**config.mk**
```make
export PLATFORM = sky130hd
export DESIGN_NAME = serial_led_channel_latch
export DESIGN_NICKNAME = d
export VERILOG_FILES = /design/src/led_latch_pkg.sv /design/src/serial_led_channel_latch.sv
export SDC_FILE = /design/constraint.sdc
export NUM_CORES = 1
export LEC_CHECK = 0
export ABC_AREA = 0
export BUFFER_PORTS_ARGS = -buffer_cell sky130_fd_sc_hd__buf_2
export CAP_MARGIN = 20
export CORE_UTILIZATION = 40
export CTS_CLUSTER_SIZE = 16
export DETAILED_ROUTE_END_ITERATION = 10
export PLACE_DENSITY_LB_ADDON = 0.3
export REMOVE_ABC_BUFFERS = 1
export SLEW_MARGIN = 20
export SYNTH_ARGS = -nofsm -noshare
export SYNTH_HDL_FRONTEND = slang
export SYNTH_SLANG_ARGS = --single-unit
```
**constraint.sdc**
```tcl
create_clock -name sys_clk -period 3.5 [get_ports sys_clk]
set_input_delay 0.7 -clock sys_clk [delete_from_list [all_inputs] [get_ports sys_clk]]
set_output_delay 0.7 -clock sys_clk [all_outputs]
set_load 0.005 [all_outputs]
```
**src/led_latch_pkg.sv**
```systemverilog
package led_latch_pkg;

    localparam int          CH_COUNT      = 8;
    localparam int          CLK_PERIOD_NS = 25;
    localparam int          STAGGER_NS    = 17;
    localparam int          STAGGER_TOTAL_NS = 120;
    // The step delay rounds down, but never below one cycle.
    localparam int          STAGGER_CYC   = (STAGGER_NS / CLK_PERIOD_NS) < 1 ? 1
                                            : (STAGGER_NS / CLK_PERIOD_NS);
    localparam int          BUF_DEPTH     = 2;
    localparam logic [7:0]  SHIFT_RST     = 8'h00;
    localparam logic [7:0]  LATCH_RST     = 8'h00;
    localparam logic [7:0]  CHAN_RST      = 8'h00;

    typedef enum logic [1:0] {
        SEQ_IDLE = 2'b01,
        SEQ_RUN  = 2'b10
    } seq_state_e;

endpackage

```
**src/serial_led_channel_latch.sv**
```systemverilog
`timescale 1ns/10ps
// How it works
// An eight-stage shift chain and a separate eight-bit output latch hold one bit per channel.
// Each rising serial clock edge shifts the chain one stage and takes serial_in into stage one.
// serial_out is driven from the last stage so devices can be cascaded.
// The host clocks in one bit per serial clock, eight bits per cascaded device.
// While latch is high the output latch follows the shift chain; the code holds it instead while the two-entry buffer is full.
// On the latch falling edge the latch keeps the chain value and ignores later shifting.
// Each latch bit decides whether its own channel is on or off.
// While blank is low every channel follows its latch bit.
// While blank is high all channels sink nothing but the latch keeps its contents.
// Power-up reset clears the chain and the latch and turns every channel off.
// The host waits for the end of power-up reset before programming.
// Each channel changes a fixed step after the one before it.
// The stagger starts on a latch update and applies to both turn-on and turn-off.
// Undriven blank reads as disabling and undriven latch as inactive.
// Stage n feeds latch bit n and channel n; the first bit shifted ends in stage eight.
// A latch bit of one turns its channel on and zero turns it off.
module serial_led_channel_latch
    import led_latch_pkg::*;
#(
    parameter int N_CH       = CH_COUNT,
    parameter int STEP_CYC   = STAGGER_CYC
) (
    input  wire logic            sys_clk,         // 40 MHz system clock
    input  wire logic            rstn,            // Power-up lockout, active low
    input  wire logic            serial_clk,      // Serial clock pin
    input  wire logic            serial_in,       // Serial data pin
    input  wire logic            latch_in,        // Latch pin, pulled low when open
    input  wire logic            blank_in,        // Blank pin, pulled high when open
    output logic                 serial_out,      // Cascade data out
    output logic [N_CH-1:0]      channel_outputs  // High while the channel sinks current
);

    localparam int CW = $clog2(STEP_CYC + 1) + 1;
    localparam int IW = $clog2(N_CH) + 1;

    logic              rst_s1_r, rst_n_r;
    logic [1:0]        sck_s1_r, sck_s1_nxt;
    logic              sck_s2_r, sck_s2_nxt;
    logic              sck_d_r, sck_d_nxt;
    logic [1:0]        din_s_r, din_s_nxt;
    logic [1:0]        lat_s_r, lat_s_nxt;
    logic [1:0]        blk_s_r, blk_s_nxt;
    logic [N_CH-1:0]   shift_stages_r, shift_stages_nxt;
    logic [N_CH-1:0]   latch_bits_r, latch_bits_nxt;
    logic [N_CH-1:0]   pushed_r, pushed_nxt;
    logic [N_CH-1:0]   buf_mem_r [BUF_DEPTH];
    logic [N_CH-1:0]   buf_mem_nxt [BUF_DEPTH];
    logic              buf_wp_r, buf_wp_nxt, buf_rp_r, buf_rp_nxt;
    logic [1:0]        buf_cnt_r, buf_cnt_nxt;
    logic              in_valid, in_ready, out_valid, out_ready;
    seq_state_e        seq_r, seq_nxt;
    logic [N_CH-1:0]   word_r, word_nxt;
    logic [IW-1:0]     ch_r, ch_nxt;
    logic [CW-1:0]     cnt_r, cnt_nxt;
    logic [N_CH-1:0]   chan_state_r, chan_state_nxt;
    logic [N_CH-1:0]   chan_out_r, chan_out_nxt;
    logic              sck_rise;

    // Reset release through two flops; assertion stays asynchronous.
    // Every other flop leaves reset on the same edge, so no stage starts a cycle early.
    always_ff @(posedge sys_clk or negedge rstn) begin
        if (!rstn) begin
            rst_s1_r <= 1'b0;
            rst_n_r  <= 1'b0;
        end else begin
            rst_s1_r <= 1'b1;
            rst_n_r  <= rst_s1_r;
        end
    end

    // Pin synchronisers. Blank resets to its disabling level, latch to inactive.
    // Only the second flop of each pair is read by logic; the serial clock gets one
    // extra stage so that its edge is seen after the data copy has settled.
    always_comb begin
        sck_s1_nxt = {sck_s1_r[0], serial_clk};
        sck_s2_nxt = sck_s1_r[1];
        sck_d_nxt  = sck_s2_r;
        din_s_nxt  = {din_s_r[0], serial_in};
        lat_s_nxt  = {lat_s_r[0], latch_in};
        blk_s_nxt  = {blk_s_r[0], blank_in};
    end

    always_ff @(posedge sys_clk or negedge rst_n_r) begin
        if (!rst_n_r) begin
            sck_s1_r <= 2'h0;
            sck_s2_r <= 1'b0;
            sck_d_r  <= 1'b0;
            din_s_r  <= 2'h0;
            lat_s_r  <= 2'h0;
            blk_s_r  <= 2'h3;
        end else begin
            sck_s1_r <= sck_s1_nxt;
            sck_s2_r <= sck_s2_nxt;
            sck_d_r  <= sck_d_nxt;
            din_s_r  <= din_s_nxt;
            lat_s_r  <= lat_s_nxt;
            blk_s_r  <= blk_s_nxt;
        end
    end

    // The clock path is one stage longer so data is sampled mid-bit. The serial
    // clock must stay at each level for at least three system clocks.
    // Shorter levels may be missed altogether rather than shifted twice.
    assign sck_rise = sck_s2_r & ~sck_d_r;

    // Shift chain and output latch.
    always_comb begin
        shift_stages_nxt = shift_stages_r;
        if (sck_rise) begin
            shift_stages_nxt = {shift_stages_r[N_CH-2:0], din_s_r[1]};
        end
        latch_bits_nxt = latch_bits_r;
        if (lat_s_r[1] && in_ready) begin
            latch_bits_nxt = shift_stages_nxt;
        end
    end

    // Two-entry buffer between the latch and the stagger sequencer. A word is
    // offered whenever the latch differs from the last word queued; when full,
    // the latch holds off following the chain until room appears.
    // If the buffer is still full when latch falls, the held value is the last one
    // that could be queued; a host must not latch faster than the stagger drains.
    assign in_valid  = (latch_bits_r != pushed_r);
    assign in_ready  = (buf_cnt_r != 2'(BUF_DEPTH));
    assign out_valid = (buf_cnt_r != 2'h0);
    assign out_ready = (seq_r == SEQ_IDLE);

    always_comb begin
        buf_mem_nxt = buf_mem_r;
        buf_wp_nxt  = buf_wp_r;
        buf_rp_nxt  = buf_rp_r;
        buf_cnt_nxt = buf_cnt_r;
        pushed_nxt  = pushed_r;
        if (in_valid && in_ready) begin
            buf_mem_nxt[buf_wp_r] = latch_bits_r;
            buf_wp_nxt  = ~buf_wp_r;
            pushed_nxt  = latch_bits_r;
        end
        if (out_valid && out_ready) begin
            buf_rp_nxt = ~buf_rp_r;
        end
        buf_cnt_nxt = buf_cnt_r + 2'(in_valid && in_ready) - 2'(out_valid && out_ready);
    end

    // Stagger sequencer: channel k takes its new state k steps after the first.
    // With the default step of one cycle the eighth channel lags the first by seven
    // cycles, which keeps the inrush spread without any long counter.
    always_comb begin
        seq_nxt        = seq_r;
        word_nxt       = word_r;
        ch_nxt         = ch_r;
        cnt_nxt        = cnt_r;
        chan_state_nxt = chan_state_r;
        case (seq_r)
            SEQ_IDLE: begin
                if (out_valid) begin
                    word_nxt = buf_mem_r[buf_rp_r];
                    ch_nxt   = '0;
                    cnt_nxt  = '0;
                    seq_nxt  = SEQ_RUN;
                end
            end
            SEQ_RUN: begin
                if (cnt_r == '0) begin
                    chan_state_nxt[ch_r[IW-2:0]] = word_r[ch_r[IW-2:0]];
                    if (ch_r == IW'(N_CH - 1)) begin
                        seq_nxt = SEQ_IDLE;
                    end else begin
                        ch_nxt  = ch_r + 1'b1;
                        cnt_nxt = CW'(STEP_CYC - 1);
                    end
                end else begin
                    cnt_nxt = cnt_r - 1'b1;
                end
            end
            default: seq_nxt = SEQ_IDLE;
        endcase
    end

    // Blank gates the drivers only; the latched state is untouched, so channels
    // come back at once when blank drops, without a second stagger.
    always_comb begin
        chan_out_nxt = blk_s_r[1] ? '0 : chan_state_r;
    end

    always_ff @(posedge sys_clk or negedge rst_n_r) begin
        if (!rst_n_r) begin
            shift_stages_r <= SHIFT_RST;
            latch_bits_r   <= LATCH_RST;
            pushed_r       <= LATCH_RST;
            buf_mem_r      <= '{default: '0};
            buf_wp_r       <= 1'b0;
            buf_rp_r       <= 1'b0;
            buf_cnt_r      <= 2'h0;
            seq_r          <= SEQ_IDLE;
            word_r         <= '0;
            ch_r           <= '0;
            cnt_r          <= '0;
            chan_state_r   <= CHAN_RST;
            chan_out_r     <= CHAN_RST;
        end else begin
            shift_stages_r <= shift_stages_nxt;
            latch_bits_r   <= latch_bits_nxt;
            pushed_r       <= pushed_nxt;
            buf_mem_r      <= buf_mem_nxt;
            buf_wp_r       <= buf_wp_nxt;
            buf_rp_r       <= buf_rp_nxt;
            buf_cnt_r      <= buf_cnt_nxt;
            seq_r          <= seq_nxt;
            word_r         <= word_nxt;
            ch_r           <= ch_nxt;
            cnt_r          <= cnt_nxt;
            chan_state_r   <= chan_state_nxt;
            chan_out_r     <= chan_out_nxt;
        end
    end

    assign serial_out      = shift_stages_r[N_CH-1];
    assign channel_outputs = chan_out_r;

endmodule // serial_led_channel_latch

```
==> summary.txt <==
Status
  • Outcome: finished clean

STA
  • Final Worst Setup Slack: about 1200 ps
  • Fin. Hold Viols: 0
  • Tightest Pin Transition: 737.8 ps
  • Total Neg Setup Slack: 0 ps
  • Clock skew: about 11 ps
  • Final setup fails: 0
  • RSZ-0062 raised after global routing: no
  • Min cycle time layout: between 2000 and 2500 ps
  • Pins over their slew limit: 0
  • Slew HR: 0.5012
  • Fin crit share: 0.6470
  • Max Clock Freq: around 440 MHz

Place
  • DP Cell Count: about 370
  • Pre-CTS WS: 1242 ps
  • IO buf count: 14
  • Detailed placer's ending HPWL: 3.503 mm
  • Routability Congestion: approximately 0.73

Clock network
  • Hold buffer count at cts: 0
  • CTS Sinks: 88
  • CTS Buffer Depth: 2
  • Post-CTS resize count: 0
  • Clock slew at reported path FFs: ~90 ps
  • Postcts setup bufs: 0
  • Num CTS Buffers: 9
  • TritonCTS clock tree: built
  • Clk root buf: clkbuf_8
  • Clk_lat worst skew: ~350 ps
  • H-tree levels: 3

Drt
  • TritonRoute pass-1 iters: 4
  • Post-detailed-routing wire length: roughly 5.3 mm
  • Via count: 1906
  • Vias per cell: about 4.9
  • Avg WL per Cell: 13.68 um
  • DR iter-0 viols: 49
  • DRC: 0
  • ANT nets after route: 0

Layout
  • Antenna Cells: 0
  • Post-layout util: 0.4747
  • Final nets: 290
  • Layout cell share with drive strength beyond 1: 0.3099
  • Fill cell count: 760
  • Area Growth Syn to Fin: 12.21%
  • Final cell count without fillers: 389

Worst setup path
  • CP max FO: 10
  • WS Path Type: reg -> reg
  • Critical Path RT: 3770 ps
  • CP endpoint kind: flip-flop
  • Slowest stage delay, CP: around 480 ps
  • Critical Path Source Type: flip-flop
  • Cell family with most CP delay: XOR/XNOR gates
  • WP buf/inv: 2
  • Worst Path Arrival: 2530 ps
  • Critical-path cell list: xor2_1, nor4_2, a21oi_2, inv_1, ha_1, inv_1, ha_1, xnor2_1, xnor2_1
  • Worst path slowest cell: a21oi_2

Global routing
  • Largest net degree at the start of global routing: between 80 and 90
  • Vias in the first global route: 1930
  • Grt total ovfl: 0
  • Antenna violations before repair: 0
  • GRT Total Usage: 0.1375
  • Global-route wire length before repair: roughly 9.4 mm

Logic synthesis
  • EDFF count, synth: 0
  • Async set or reset register ratio after synthesis: 1.000
  • Synth Cell Area: roughly 3500 um^2
  • Syn. warnings: 0
  • Synth Flop Type: dfrtp_1
  • Post-Syn Instances: 260
  • Synth Register Bits: 88
  • Netlist cell types: 35
  • Syn_area_per_cell: 13.64 um^2
  • Sequential-to-total area share from yosys stat: 0.6221

Floorplan
  • Die area: 9245 um^2
  • Die width: between 90 and 100 um
  • Top Ports: 15
  • Initial Utilization: 0.4230
  • Core Area: 8382 um^2
  • Height of the die: ~96 um
  • Site Rows: 33

Power and ir drop
  • Power share of the clock group: 0.231
  • Gate power share: 0.307
  • P_int: 0.002469 W
  • PwrDens: around 900 nW/um^2
  • LEAKAGE: between 1.5 and 2 nW
  • Sw power: 0.001123 W
  • Seq pwr share: 0.462
  • Maximum vdd drop: about 0.36 mV
  • Switch share: 0.3126

Flow run
  • Max-cap violation count: 0

Worst hold path
  • Hold crit path type: in -> async
## cell families (layout without fill, tap and decap cells)
logic type	after synthesis	after routing	synth area share
AOI/OAI and AO/OA	26	26	0.04658
xor gates and xnor gates	12	12	0.02964
adders and majority gates	5	5	0.01764
buffers and inverters	14	38	0.01694
DFF	88	88	0.6221
muxes	58	58	0.1807
other	1	1	0.001058
and+or+nand+nor	56	56	0.08540
## layout make-up
cell class,instances,area [um^2],area share
clock buffer,11,131.4,0.03302
clock inverter,5,106.4,0.02673
inverter,6,22.52,0.005660
multi-input combinational,158,1280,0.3217
sequential,88,2210,0.5553
tap,105,131.4,0.03302
timing repair buffer,16,97.59,0.02453
## Yosys cell counts, drive strengths merged (3+ instances only)
cell type | number | area (um^2)
mux2i | 10 | 100.1
clkbuf | 7 | 26.28
a21oi | 5 | 32.53
xor2 | 9 | 78.83
nor2b | 13 | 81.33
nand2 | 22 | 82.58
nor2 | 7 | 26.28
inv | 6 | 22.52
o21ai | 12 | 60.06
dfstp | 3 | 78.83
mux2 | 48 | 540.5
ha | 5 | 62.56
xnor2 | 3 | 26.28
dfrtp | 85 | 2127
## placed cells by master, fill, tap and decap left out, types with 3 or more instances in the layout
| cell | instances |
|---|---|
| dfrtp_1 | 84 |
| mux2_2 | 48 |
| nand2_1 | 22 |
| buf_2 | 14 |
| nor2b_1 | 13 |
| o21ai_0 | 11 |
| mux2i_1 | 10 |
| xor2_1 | 9 |
| clkbuf_8 | 9 |
| nor2_1 | 7 |
| inv_1 | 6 |
| ha_1 | 5 |
| xnor2_1 | 3 |
| a21oi_1 | 3 |
| dfstp_2 | 3 |
| bufinv_16 | 3 |
## layer usage
metal	track usage	up-vias	part of all wire
li1	-	930	-
met1	0.1798	943	0.49
met2	0.2098	25	0.47
met3	0.05213	8	0.033
met4	0.04478	0	0.013
met5	0	-	0
## flip-flops by register name, indices dropped and copies added, names as in the netlist
register,count
sck_d_nxt,1
buf_cnt_r,2
rst_s1_r,1
buf_mem_r,16
rst_n_r,1
word_r,8
shift_stages_r,8
pushed_r,8
seq_r,2
cnt_r,2
buf_rp_r,1
sck_d_r,1
buf_wp_r,1
sck_s1_r,2
channel_outputs,8
ch_r,4
latch_bits_r,8
din_s_r,2
chan_state_r,8
blk_s_r,2
lat_s_r,2
## worst reg2reg max path, delay by kind of cell, from the launching register on
family | cells | cell delay, ps
adders and majority gates | 2 | 470
DFF | 1 | 450
and+or+nand+nor | 1 | 90
buffers and inverters | 2 | 140
AOI/OAI and AO/OA | 1 | 490
xor gates and xnor gates | 3 | 550
## per-stage QoR
step                      area (um^2)  total power (W)  hold WS [ps]
after floorplan                  3508         0.002520         331.2
after global placement           3721         0.002755         333.4
after detailed placement         3721         0.002806         336.3
after CTS                        3959         0.003643         92.97
after global routing             3979         0.003854         84.32
final                            3979         0.003592         112.0
## path summary, 6_finish.rpt
kind	slack (ps)	to	start	cells past startpoint
worst max-delay path	1240	buf_cnt_r[1]$_DFF_PN0_	latch_bits_r[5]$_DFFE_PN0P_	9
worst min-delay path	110	rst_n_r$_DFF_PN0_	rstn	1
worst max register to register	1240	buf_cnt_r[1]$_DFF_PN0_	latch_bits_r[5]$_DFFE_PN0P_	9
worst min register to register	350	lat_s_r[1]$_DFF_PN0_	lat_s_r[0]$_DFF_PN0_	0
max in group asynchronous	2500	buf_mem_r[11]$_DFFE_PN0P_	rst_n_r$_DFF_PN0_	1
min in group sys_clk	350	lat_s_r[1]$_DFF_PN0_	lat_s_r[0]$_DFF_PN0_	0
## power groups by stage
stage | clock network [W] | registers [W] | logic [W]
finish | 0.000829 | 0.00166 | 0.00110
global route | 0.000894 | 0.00172 | 0.00124
CTS | 0.000853 | 0.00167 | 0.00112
detailed placement | 0 | 0.00169 | 0.00111
global placement | 0 | 0.00168 | 0.00108
floorplan | 0 | 0.00161 | 0.000913
(Power assumes the default switching activity.)
